$ cat src/inc/asdtc_pkg.sv
package asdtc_pkg;

    // register map, byte offsets on the serial register port
    localparam logic [7:0]  THRESH_OFFSET   = 8'h22;
    localparam logic [7:0]  CTRL_OFFSET     = 8'h23;
    localparam logic [15:0] THRESH_RESET    = 16'h0000;
    localparam logic [15:0] CTRL_RESET      = 16'h0000;

    // threshold register fields
    localparam int LEVEL_MSB   = 5;
    localparam int LEVEL_LSB   = 1;
    localparam int REF_SEL_BIT = 0;

    // conversion control register fields
    localparam int MAINS_BIT   = 10;
    localparam int SEQ_MSB     = 9;
    localparam int SEQ_LSB     = 8;
    localparam int DIAG_MSB    = 7;
    localparam int DIAG_LSB    = 4;
    localparam int CHAN_MSB    = 3;
    localparam int CHAN_LSB    = 0;

    // converter wake-up time, least time so round up
    localparam int CLK_PERIOD_PS = 25_000;
    localparam int WAKE_TIME_US  = 100;
    localparam int WAKE_CYCLES   =
        (WAKE_TIME_US * 1_000_000 + CLK_PERIOD_PS - 1) / CLK_PERIOD_PS;

    typedef enum logic [1:0] {
        SEQ_IDLE       = 2'h0,
        SEQ_SINGLE     = 2'h1,
        SEQ_CONTINUOUS = 2'h2,
        SEQ_POWER_DOWN = 2'h3
    } asdtc_seq_type;

    typedef struct packed {
        logic [4:0] comparator_level;
        logic       threshold_reference_select;
    } asdtc_thresh_type;

    typedef struct packed {
        logic          diag_mains_rejection_on;
        asdtc_seq_type sequence_command;
        logic [3:0]    diag_convert_on;
        logic [3:0]    chan_convert_on;
    } asdtc_ctrl_type;

endpackage

$ cat src/rtl/asdtc_wake_timer.sv
`timescale 1ns/10ps
`default_nettype none

// counts out the converter wake-up; a new start restarts the count
module asdtc_wake_timer #(
    parameter int CYCLES = asdtc_pkg::WAKE_CYCLES
) (
    input  wire logic mclk_i,
    input  wire logic sys_rst_i,
    input  wire logic start_i,
    output logic      done_o
);

    localparam int CW = $clog2(CYCLES + 1);
    localparam logic [CW-1:0] LAST = CW'(CYCLES - 1);

    logic [CW-1:0] cnt_q;
    logic [CW-1:0] cnt_d;
    logic          run_q;
    logic          run_d;
    logic          done_d;

    ////////////////////////////////////////////////////////////////////
    // next count
    always_comb begin
        cnt_d  = cnt_q;
        run_d  = run_q;
        done_d = 1'b0;
        if (start_i) begin
            cnt_d = '0;
            run_d = 1'b1;
        end else if (run_q) begin
            if (cnt_q == LAST) begin
                run_d  = 1'b0;
                done_d = 1'b1;   // one pulse, CYCLES after start
            end else begin
                cnt_d = cnt_q + CW'(1);
            end
        end
    end

    // registers only
    always_ff @(posedge mclk_i) begin
        if (sys_rst_i) begin
            cnt_q  <= '0;
            run_q  <= 1'b0;
            done_o <= 1'b0;
        end else begin
            cnt_q  <= cnt_d;
            run_q  <= run_d;
            done_o <= done_d;
        end
    end

endmodule

`default_nettype wire

$ cat src/rtl/asdtc_ctrl.sv
`timescale 1ns/10ps
`default_nettype none

// Summary of operation
// RULE_01: 5-bit comparator level, threshold bits 5:1, reset zero, all inputs.
// RULE_02: threshold bit 0 picks supply-tracking or fixed 16 V reference.
// RULE_03: bit 10 sets diagnostic rate: 4.8 kSPS, or 20 SPS mains-rejecting.
// RULE_04: code 00 stops continuous runs, powers converter up if off.
// RULE_05: busy flag stays high while converter powers up, drops when ready.
// RULE_06: host waits out power-up before starting a single or continuous run.
// RULE_07: code 01 converts every enabled channel and diagnostic exactly once.
// RULE_08: pass leaves sequence field set; host rewrites 01 for another pass.
// RULE_09: code 01 from power-down powers up first; host allows 100 us.
// RULE_10: code 10 cycles through all enabled slots repeatedly until stopped.
// RULE_11: enabled set stays frozen in a run, whatever the enable bits say.
// RULE_12: to change the set, host stops, rewrites enables, then restarts.
// RULE_13: host writes idle code before going from continuous to single pass.
// RULE_14: code 11 halts continuous conversion and powers converter down.
// RULE_15: host polls busy flag low before enabling another sequence.
// RULE_16: control bits 7:4 enable diagnostics 3..0, bits 3:0 channels D..A.
// RULE_17: reserved bits read zero and ignore writes.
module asdtc_ctrl #(
    parameter int WAKE_CYCLES = asdtc_pkg::WAKE_CYCLES
) (
    input  wire logic        mclk_i,
    input  wire logic        sys_rst_i,
    input  wire logic [7:0]  reg_addr_i,
    input  wire logic        reg_wr_i,
    input  wire logic [15:0] reg_wdata_i,
    input  wire logic        reg_rd_i,
    output logic [15:0]      reg_rdata_o,
    output logic             reg_rvalid_o,
    input  wire logic        conv_done_i,
    output logic             conv_start_o,
    output logic [2:0]       conv_slot_o,
    output logic             adc_power_on_o,
    output logic             diag_mains_rejection_on_o,
    output logic             conversion_busy_o,
    output logic [4:0]       comparator_level_o,
    output logic             threshold_reference_select_o
);

    typedef enum logic [2:0] {
        ST_OFF   = 3'h0,
        ST_WAKE  = 3'h1,
        ST_IDLE  = 3'h3,
        ST_CONV  = 3'h2,
        ST_WAIT  = 3'h6
    } asdtc_state_type;

    // lowest enabled slot at or above from; msb flags a hit
    function automatic logic [3:0] next_slot(input logic [7:0] set,
                                             input logic [3:0] from);
        logic [3:0] r;
        r = 4'h0;
        for (int i = 7; i >= 0; i--) begin
            if (set[i] && (4'(i) >= from)) begin
                r = {1'b1, 3'(i)};
            end
        end
        return r;
    endfunction

    asdtc_pkg::asdtc_thresh_type th_q, th_d;
    asdtc_pkg::asdtc_ctrl_type   ctl_q, ctl_d;
    asdtc_state_type             state_q, state_d;
    logic [7:0]  set_q, set_d;
    logic [2:0]  slot_q, slot_d;
    logic        cont_q, cont_d;
    logic        pend_q, pend_d;
    logic        pcont_q, pcont_d;
    logic        start_d;
    logic        busy_d;
    logic        wake_start;
    logic        wake_done;
    logic        th_wr;
    logic        ctl_wr;
    logic [3:0]  hit;
    logic [3:0]  first;
    logic [15:0] rdata_d;
    asdtc_pkg::asdtc_seq_type cmd;

    assign th_wr  = reg_wr_i && (reg_addr_i == asdtc_pkg::THRESH_OFFSET);
    assign ctl_wr = reg_wr_i && (reg_addr_i == asdtc_pkg::CTRL_OFFSET);
    assign cmd    = asdtc_pkg::asdtc_seq_type'(
                    reg_wdata_i[asdtc_pkg::SEQ_MSB:asdtc_pkg::SEQ_LSB]);
    assign hit    = next_slot(set_q, {1'b0, slot_q} + 4'h1);
    assign first  = next_slot(set_q, 4'h0);

    asdtc_wake_timer #(
        .CYCLES (WAKE_CYCLES)
    ) u_wake (
        .mclk_i    (mclk_i),
        .sys_rst_i (sys_rst_i),
        .start_i   (wake_start),
        .done_o    (wake_done)
    );

    ////////////////////////////////////////////////////////////////////
    // register file; only defined fields stored, reserved bits dropped
    always_comb begin
        th_d  = th_q;
        ctl_d = ctl_q;
        if (th_wr) begin
            th_d.comparator_level = reg_wdata_i[asdtc_pkg::LEVEL_MSB:
                                    asdtc_pkg::LEVEL_LSB];   // RULE_01
            th_d.threshold_reference_select =
                reg_wdata_i[asdtc_pkg::REF_SEL_BIT];          // RULE_02
        end
        if (ctl_wr) begin
            ctl_d.diag_mains_rejection_on =
                reg_wdata_i[asdtc_pkg::MAINS_BIT];            // RULE_03
            ctl_d.sequence_command = cmd;                     // RULE_08
            ctl_d.diag_convert_on  = reg_wdata_i[asdtc_pkg::DIAG_MSB:
                                     asdtc_pkg::DIAG_LSB];    // RULE_16
            ctl_d.chan_convert_on  = reg_wdata_i[asdtc_pkg::CHAN_MSB:
                                     asdtc_pkg::CHAN_LSB];    // RULE_16
        end
        // unmapped offsets answer zero, reserved bits read zero
        rdata_d = 16'h0000;
        if (reg_addr_i == asdtc_pkg::THRESH_OFFSET) begin
            rdata_d = {10'h000, th_q};                        // RULE_17
        end else if (reg_addr_i == asdtc_pkg::CTRL_OFFSET) begin
            rdata_d = {5'h00, ctl_q};                         // RULE_17
        end
    end

    ////////////////////////////////////////////////////////////////////
    // sequencer; commands written this cycle override the walk
    always_comb begin
        state_d    = state_q;
        set_d      = set_q;
        slot_d     = slot_q;
        cont_d     = cont_q;
        pend_d     = pend_q;
        pcont_d    = pcont_q;
        start_d    = 1'b0;
        wake_start = 1'b0;
        unique case (state_q)
            ST_OFF: begin
            end
            ST_WAKE: begin
                if (wake_done) begin
                    state_d = ST_IDLE;                        // RULE_05
                end
            end
            ST_IDLE: begin
                if (pend_q) begin
                    // enable set frozen here for the whole run
                    set_d  = {ctl_q.diag_convert_on,
                              ctl_q.chan_convert_on};         // RULE_11
                    pend_d = 1'b0;
                    if (|set_d) begin
                        slot_d  = 3'(next_slot(set_d, 4'h0)); // RULE_07
                        cont_d  = pcont_q;
                        state_d = ST_CONV;
                    end
                end
            end
            ST_CONV: begin
                start_d = 1'b1;
                state_d = ST_WAIT;
            end
            ST_WAIT: begin
                if (conv_done_i) begin
                    if (hit[3]) begin
                        slot_d  = hit[2:0];                   // RULE_07
                        state_d = ST_CONV;
                    end else if (cont_q) begin
                        slot_d  = first[2:0];                 // RULE_10
                        state_d = ST_CONV;
                    end else begin
                        state_d = ST_IDLE;                    // RULE_08
                    end
                end
            end
            default: state_d = ST_OFF;
        endcase
        if (ctl_wr) begin
            unique case (cmd)
                asdtc_pkg::SEQ_IDLE: begin
                    cont_d = 1'b0;                            // RULE_04
                    pend_d = 1'b0;
                end
                asdtc_pkg::SEQ_SINGLE: begin
                    pend_d  = 1'b1;                           // RULE_07
                    pcont_d = 1'b0;
                end
                asdtc_pkg::SEQ_CONTINUOUS: begin
                    pend_d  = 1'b1;                           // RULE_10
                    pcont_d = 1'b1;
                end
                asdtc_pkg::SEQ_POWER_DOWN: begin
                    cont_d  = 1'b0;                           // RULE_14
                    pend_d  = 1'b0;
                    state_d = ST_OFF;
                end
            endcase
            // leaving power-down by any non-off code wakes the converter
            if (state_q == ST_OFF && cmd != asdtc_pkg::SEQ_POWER_DOWN) begin
                state_d    = ST_WAKE;                         // RULE_09
                wake_start = 1'b1;                            // RULE_04
            end
        end
        busy_d = pend_d || (state_d != ST_IDLE && state_d != ST_OFF);
    end

    // registers only
    always_ff @(posedge mclk_i) begin
        if (sys_rst_i) begin
            th_q              <= asdtc_pkg::asdtc_thresh_type'(
                                 asdtc_pkg::THRESH_RESET[5:0]);
            ctl_q             <= asdtc_pkg::asdtc_ctrl_type'(
                                 asdtc_pkg::CTRL_RESET[10:0]);
            state_q           <= ST_IDLE;
            set_q             <= 8'h00;
            slot_q            <= 3'h0;
            cont_q            <= 1'b0;
            pend_q            <= 1'b0;
            pcont_q           <= 1'b0;
            conv_start_o      <= 1'b0;
            conv_slot_o       <= 3'h0;
            adc_power_on_o    <= 1'b1;
            conversion_busy_o <= 1'b0;
            reg_rdata_o       <= 16'h0000;
            reg_rvalid_o      <= 1'b0;
            diag_mains_rejection_on_o    <= 1'b0;
            comparator_level_o           <= 5'h00;
            threshold_reference_select_o <= 1'b0;
        end else begin
            th_q              <= th_d;
            ctl_q             <= ctl_d;
            state_q           <= state_d;
            set_q             <= set_d;
            slot_q            <= slot_d;
            cont_q            <= cont_d;
            pend_q            <= pend_d;
            pcont_q           <= pcont_d;
            conv_start_o      <= start_d;
            conv_slot_o       <= slot_q;
            adc_power_on_o    <= (state_d != ST_OFF);          // RULE_14
            conversion_busy_o <= busy_d;                       // RULE_05
            reg_rdata_o       <= reg_rd_i ? rdata_d : 16'h0000;
            reg_rvalid_o      <= reg_rd_i;
            diag_mains_rejection_on_o    <= ctl_d.diag_mains_rejection_on;
            comparator_level_o           <= th_d.comparator_level;
            threshold_reference_select_o <= th_d.threshold_reference_select;
        end
    end
endmodule

`default_nettype wire

$ cat config.mk
export PLATFORM = sky130hd
export DESIGN_NAME = asdtc_ctrl
export DESIGN_NICKNAME = d
export VERILOG_FILES = /design/src/inc/asdtc_pkg.sv /design/src/rtl/asdtc_wake_timer.sv /design/src/rtl/asdtc_ctrl.sv
export SDC_FILE = /design/constraint.sdc
export NUM_CORES = 1
export LEC_CHECK = 0
export ABC_AREA = 0
export BUFFER_PORTS_ARGS = -buffer_cell sky130_fd_sc_hd__buf_2
export CORE_UTILIZATION = 45
export CTS_BUF_LIST = sky130_fd_sc_hd__clkbuf_2
export DETAILED_ROUTE_END_ITERATION = 10
export PLACE_DENSITY = 0.67
export SLEW_MARGIN = 20
export SYNTH_ARGS = -nofsm -noshare
export SYNTH_HDL_FRONTEND = slang
export SYNTH_SLANG_ARGS = --single-unit
$ cat constraint.sdc
create_clock -name mclk_i -period 2.8 [get_ports mclk_i]
set_input_delay 0.84 -clock mclk_i [delete_from_list [all_inputs] [get_ports mclk_i]]
set_output_delay 0.84 -clock mclk_i [all_outputs]
set_load 0.01 [all_outputs]
==> flow_metrics.env, run 1 <==
export IMPL_min_delay_path_class="flop to flop"
export IMPL_clock_latency_ns=0.51
export IMPL_power_report_internal_total_uw=1327
export IMPL_post_synth_cell_area_avg_um2=8.580
export IMPL_number_of_endpoints_with_negative_hold_slack_in_the_final_report=0
export IMPL_power_share_sequential_pct=54.7
export IMPL_crit_path_frequent_cell="sky130_fd_sc_hd__a21oi_1"
export IMPL_synthesis_instances=357
export IMPL_clock_tree_from_tritoncts="yes"
export IMPL_layout_cells_most_common="sky130_fd_sc_hd__dfxtp_1"
export IMPL_finalSetupViolations=0
export IMPL_final_net_count=439
export IMPL_setup_worst_path_start_class="flop"
export IMPL_routed_wire_length_per_instance_um=13.71
export IMPL_critical_path_cell_by_cell="inv_1 -> ha_1 -> a21oi_1 -> o21ai_1 -> a2111o_1 -> o21ai_2 -> mux2i_1 -> a21oi_1"
export IMPL_gpl_final_weighted_congestion=0.8571
export IMPL_grt_first_pass_wirelength_um=11330
export IMPL_clock_root_buffer="sky130_fd_sc_hd__clkbuf_2"
export IMPL_fin_area_um2=3460
export IMPL_grt_usage_pct=20.05
export IMPL_critPathSlowestCell="sky130_fd_sc_hd__dfxtp_1"
export IMPL_wl_met3_um=394
export IMPL_mostFrequentLayoutCells="66 x sky130_fd_sc_hd__dfxtp_1, 55 x sky130_fd_sc_hd__nand2_1, 48 x sky130_fd_sc_hd__buf_2"
export IMPL_report_power_total_uw=1797
export IMPL_yosysWarningCount=0
export IMPL_synth_area_leader_cell="sky130_fd_sc_hd__dfxtp_1"
export IMPL_row_count=29
export IMPL_port_buffers=48
export IMPL_via_count_of_the_first_global_routing_pass=2454
export IMPL_worstPathMaxFanout=6
export IMPL_detailroute_via_count=2625
export IMPL_timing_max_transition_violations_final=0
export IMPL_async_flop_share_pct=0
export IMPL_synth_top_area_share_pct=43.14
export IMPL_top_layer_reached_by_signal_wires="met4"
export IMPL_timing_setup_tns_ns=0
export IMPL_drt_vias_per_instance=5.401
export IMPL_routedLengthMet1_um=3375
export IMPL_timing_final_crit_period_ns=2.430
export IMPL_initial_utilization_pct=47.42
export IMPL_holdBufCountCts=0
export IMPL_synth_top_cells_by_area="sky130_fd_sc_hd__dfxtp_1 43%, sky130_fd_sc_hd__nand2_1 6.7%, sky130_fd_sc_hd__a21oi_1 5.9%"
export IMPL_syn_cell_area_um2=3063
export IMPL_part_of_the_power_in_the_clock_network_pct=37.5
export IMPL_dominantRegCellSynth="sky130_fd_sc_hd__dfxtp_1"
export IMPL_insertedDiodeCount=0
export IMPL_seq_area_frac_synth_pct=43.14
export IMPL_switchingPower_uw=470.8
export IMPL_worst_ir_drop_vdd_v=0.0003450
export IMPL_crit_required_ns=3.21
export IMPL_cpLargestDelayFamily="compound AO/OA/AOI/OAI gates"
export IMPL_timing_worst_setup_path_type="flop to flop"
export IMPL_design_die_area_um2=7140
export IMPL_drt_pre_antenna_iters=7
export IMPL_routed_wl_met2_um=2775
export IMPL_number_of_cells_upsized_or_downsized_after_cts=0
export IMPL_die_y_um=84.50
export IMPL_dpl_instance_area_um2=3316
export IMPL_drc_errors=1
export IMPL_detailed_place_hpwl_um=4866
export IMPL_cts_inserted_buffers=9
export IMPL_grt_antenna_before_repair=0
export IMPL_run_status="finished with violations"
export IMPL_detail_route_antenna_nets=0
export IMPL_fraction_of_layout_instances_using_a_drive_strength_above_1_pct=18.34
export IMPL_cts_htree_levels=3
export IMPL_leakagePower_uw=0.001460
export IMPL_synth_cell_type_count=63
export IMPL_worst_setup_path_startpoint="slot_q[0]"
export IMPL_failed_checks="design-rule violations"
export IMPL_rsz0062_at_grt="no"
export IMPL_clock_sink_count=66
export IMPL_critical_path_sink_type="flop"
export IMPL_hp_start="ctl_q[9]"
export IMPL_critical_path_max_stage_delay_ns=0.49
export IMPL_timing_final_crit_share_pct=86.78
export IMPL_detailedRoute_firstIterationViolations=108
export IMPL_wl_um=6661
export IMPL_cts_buffer_depth=2
export IMPL_r2r_start="slot_q[0]"
export IMPL_slew_limit_headroom_pct=57.93
export IMPL_power_density_nw_per_um2=519.6
export IMPL_synth_seq_cells=66
export IMPL_fin_skew_ns=0.02293
export IMPL_num_io_pins=59
export IMPL_cp_data_arrival_time_ns=2.84
export IMPL_pwr_share_comb_pct=7.8
export IMPL_sw_frac_of_total_pct=26.19
export IMPL_die_width_um=84.50
export IMPL_globalRouteOverflowTotal=0
export IMPL_fp_coreArea_um2=6459
export IMPL_cts_setup_buffers=0
export IMPL_max_cap_viol_count=0
export IMPL_maximum_number_of_pins_on_one_net_before_global_route_repair=24
export IMPL_final_util_pct=53.56
export IMPL_worst_hold_slack_ns=0.4636
export IMPL_max_freq_mhz=411.6
export IMPL_clkTransAtPathRegs_ns=0.20
export IMPL_worst_slew_pin_transition_ns=0.6252
export IMPL_synth_edf_count=0
export IMPL_worst_path_buf_inv=1
export IMPL_synthesis_to_finish_area_growth_pct=12.95
[cells in the mapped netlist, drive strengths merged, types with 6 or more instances]
master and count:
dfxtp 66, nand2 55, nor2 38, a21oi 36, mux2i 14, and3 12
buf 11, inv 10, clkbuf 9, o21ai 9, ha 6, nor3 6
xor2 6
[worst paths after layout]
kind	end	slack, ns	cells after the start
hold / removal	ctl_q[9]	0.46	2
setup / recovery	conversion_busy_o	0.37	8
setup reg to reg	conversion_busy_o	0.37	8
hold reg to reg	ctl_q[9]	0.46	2
[flip-flops by register name, summed over array words and instances (netlist names), 3 cells and up]
name,flops
conv_slot_o,3
ctl_q,11
reg_rdata_o,11
set_q,8
slot_q,3
state_q,3
th_q,6
u_wake.cnt_q,12
[cell type report]
type	instances	area (um2)
Timing Repair Buffer	52	270.3
Tap cell	77	96.34
Clock buffer	9	45.04
Clock inverter	7	98.84
Fill cell	613	2999
Inverter	10	37.54
Sequential cell	66	1321
Multi-Input combinational cell	265	1590
[per-stage QoR]
step,worst slack (ns),instances
global placement,0.2533,470
global route,0.2547,486
finish,0.3703,486
floorplan,0.5599,361
CTS,0.3772,486
detailed placement,0.1765,470
[kinds of logic after synthesis]
logic type               Yosys count  synth area share (%)
flip-flops                        66                 43.14
multiplexers                      14                 4.575
other                              1                0.1224
adder cells (fa/ha/maj)            6                 2.451
AO/OA/AOI/OAI                     81                 18.01
AND/OR/NAND/NOR                  148                 23.12
buffers and inverters             30                 5.433
XOR/XNOR                          11                 3.145
[power by group through the flow]
| stage | Sequential, uW | Clock, uW | Combinational, uW |
|---|---|---|---|
| global route | 988 | 725 | 156 |
| detailed placement | 1000 | 0 | 140 |
| floorplan | 990 | 0 | 118 |
| finish | 983 | 674 | 140 |
| global placement | 1000 | 0 | 139 |
| CTS | 984 | 688 | 141 |
[metal layers]
metal | vias up | global-route usage (%)
met5 | - | 0
met4 | 0 | 10.32
met3 | 11 | 4.425
met2 | 86 | 29.05
met1 | 1191 | 27.97
li1 | 1337 | -
[worst min-delay path, cell delays in order, from the launching register on]
cell	delay, ns
sky130_fd_sc_hd__dfxtp_1	0.34
sky130_fd_sc_hd__nand2_1	0.05
sky130_fd_sc_hd__a21oi_1	0.05
(Power assumes the default switching activity.)
==> inputs of run 2 (changes only) <==
Settings changed: CTS_BUF_LIST sky130_fd_sc_hd__clkbuf_2 to sky130_fd_sc_hd__clkbuf_4 sky130_fd_sc_hd__clkbuf_8 sky130_fd_sc_hd__clkbuf_16.
==> run 2 against run 1 <==
- the flow still finishes with violations (design-rule violations)
- critical endpoint unchanged
- combinational power is essentially flat
- clock-buffer cell count is the same
- sequential cell count is the same
- largest cell class unchanged
- die area is the same
- first-iteration DRC count grew 19%
- clock power grew 34%
- critical path depth is the same
- clock skew shrank 0.011 ns
==> flow_metrics.env, run 2 (synthesis gave the netlist of run 1 again) <==
export IMPL_crit_required_ns=3.02
export IMPL_sw_frac_of_total_pct=24.41
export IMPL_grt_usage_pct=20.25
export IMPL_critPathCapture="conversion_busy_o"
export IMPL_detail_route_antenna_nets=0
export IMPL_drt_pre_antenna_iters=7
export IMPL_final_net_count=439
export IMPL_via_count_of_the_first_global_routing_pass=2440
export IMPL_critical_path_sink_type="flop"
export IMPL_die_width_um=84.50
export IMPL_worstPathMaxFanout=6
export IMPL_rsz0062_at_grt="no"
export IMPL_worst_slew_pin_transition_ns=0.6306
export IMPL_drt_vias_per_instance=5.387
export IMPL_synthesis_to_finish_area_growth_pct=15.52
export IMPL_layout_cells_most_common="sky130_fd_sc_hd__dfxtp_1"
export IMPL_number_of_endpoints_with_negative_hold_slack_in_the_final_report=0
export IMPL_max_freq_mhz=413.9
export IMPL_finalSetupViolations=0
export IMPL_worst_ir_drop_vdd_v=0.0004123
export IMPL_wl_um=6732
export IMPL_cts_buffer_depth=2
export IMPL_run_status="finished with violations"
export IMPL_cts_setup_buffers=0
export IMPL_fraction_of_layout_instances_using_a_drive_strength_above_1_pct=18.34
export IMPL_min_delay_path_class="flop to flop"
export IMPL_leading_registers_by_flop_count="u_wake.cnt_q x12, ctl_q x11, reg_rdata_o x11"
export IMPL_fp_coreArea_um2=6459
export IMPL_num_io_pins=59
export IMPL_dp_cells=470
export IMPL_pre_cts_slack_ns=0.1765
export IMPL_routed_wire_length_per_instance_um=13.85
export IMPL_globalRouteOverflowTotal=0
export IMPL_worst_setup_path_startpoint="slot_q[0]"
export IMPL_largest_register_ffs=12
export IMPL_largest_register="u_wake.cnt_q"
export IMPL_initial_utilization_pct=47.42
export IMPL_row_count=29
export IMPL_port_buffers=48
export IMPL_power_report_internal_total_uw=1529
export IMPL_timing_worst_setup_path_type="flop to flop"
export IMPL_maximum_number_of_pins_on_one_net_before_global_route_repair=24
export IMPL_max_cap_viol_count=0
export IMPL_reg2reg_setup_slack_ns=0.38
export IMPL_final_non_filler_cell_total=486
export IMPL_detailedRoute_firstIterationViolations=129
export IMPL_clock_latency_ns=0.34
export IMPL_timing_max_transition_violations_final=0
export IMPL_fin_skew_ns=0.01159
export IMPL_timing_setup_tns_ns=0
export IMPL_mostFrequentLayoutCells="66 x sky130_fd_sc_hd__dfxtp_1, 55 x sky130_fd_sc_hd__nand2_1, 48 x sky130_fd_sc_hd__buf_2"
export IMPL_slew_limit_headroom_pct=57.57
export IMPL_die_y_um=84.50
export IMPL_cp_data_arrival_time_ns=2.64
export IMPL_power_share_sequential_pct=48.4
export IMPL_leakagePower_uw=0.001488
export IMPL_insertedDiodeCount=0
export IMPL_switchingPower_uw=493.7
export IMPL_worst_r2r_path_depth=8
export IMPL_clock_root_buffer="sky130_fd_sc_hd__clkbuf_8"
export IMPL_pwr_share_comb_pct=6.9
export IMPL_clock_tree_from_tritoncts="yes"
export IMPL_worst_r2r_endpoint="conversion_busy_o"
export IMPL_drc_errors=1
export IMPL_power_density_nw_per_um2=571.6
export IMPL_report_power_total_uw=2023
export IMPL_design_die_area_um2=7140
export IMPL_holdBufCountCts=0
export IMPL_cts_inserted_buffers=9
export IMPL_number_of_cells_upsized_or_downsized_after_cts=0
export IMPL_detailroute_via_count=2618
export IMPL_grt_first_pass_wirelength_um=11470
export IMPL_detailed_place_hpwl_um=4866
export IMPL_timing_final_crit_period_ns=2.416
export IMPL_r2r_start="slot_q[0]"
export IMPL_gpl_final_weighted_congestion=0.8571
export IMPL_grt_antenna_before_repair=0
export IMPL_clkTransAtPathRegs_ns=0.08
export IMPL_cts_htree_levels=3
export IMPL_fin_ws_ns=0.3841
export IMPL_part_of_the_power_in_the_clock_network_pct=44.6
export IMPL_setup_worst_path_start_class="flop"
export IMPL_timing_final_crit_share_pct=86.28
export IMPL_failed_checks="design-rule violations"
export IMPL_clock_sink_count=66
==> run 2: layer usage <==
metal / vias up / part of all wire, % / track usage (%) / routed length (um)
met2: 76 / 42 / 29.34 / 2809
met1: 1191 / 51 / 28.36 / 3451
li1: 1341 / - / - / -
met5: - / 0 / 0 / 0
met4: 0 / 2.0 / 10.63 / 132
met3: 10 / 5.0 / 4.130 / 339
==> run 2: per-stage QoR <==
| stage | instance area (um2) | hold WS [ns] | util (%) |
|---|---|---|---|
| floorplan | 3078 | 0.4292 | - |
| global placement | 3316 | 0.4377 | 51.34 |
| detailed placement | 3316 | 0.4449 | 51.34 |
| CTS | 3538 | 0.4541 | 54.79 |
| global route | 3538 | 0.4674 | 54.79 |
| finish | 3538 | 0.4511 | 54.79 |
==> run 2: critical path, cell delays in order, from the launching register on <==
cell                       delay, ns
sky130_fd_sc_hd__dfxtp_1        0.45
sky130_fd_sc_hd__inv_1          0.14
sky130_fd_sc_hd__ha_1           0.38
sky130_fd_sc_hd__a21oi_1        0.20
sky130_fd_sc_hd__o21ai_1        0.17
sky130_fd_sc_hd__a2111o_1       0.49
sky130_fd_sc_hd__o21ai_2        0.19
sky130_fd_sc_hd__mux2i_1        0.19
sky130_fd_sc_hd__a21oi_1        0.08
==> run 2: worst min-delay path by stage <==
stage,from,endpoint,slack (ns),cells past startpoint
floorplan,ctl_q[8],ctl_q[8],0.43,2
global placement,ctl_q[9],ctl_q[9],0.44,2
detailed placement,ctl_q[9],ctl_q[9],0.44,2
CTS,ctl_q[9],ctl_q[9],0.45,2
global route,ctl_q[9],ctl_q[9],0.47,2
finish,ctl_q[9],ctl_q[9],0.45,2
==> run 2: layout make-up <==
cell class | count | area (um2)
clock buffer | 9 | 123.9
multi-input combinational | 265 | 1590
tap | 77 | 96.34
fill | 604 | 2920
timing repair buffer | 52 | 270.3
inverter | 10 | 37.54
clock inverter | 7 | 98.84
sequential | 66 | 1321
==> run 2: power groups by stage <==
stage               Sequential, uW  Clock (uW)  Combinational (uW)
floorplan                      990           0                 118
global placement              1000           0                 139
detailed placement            1000           0                 140
CTS                            980         915                 141
global route                   984         953                 157
finish                         980         902                 140
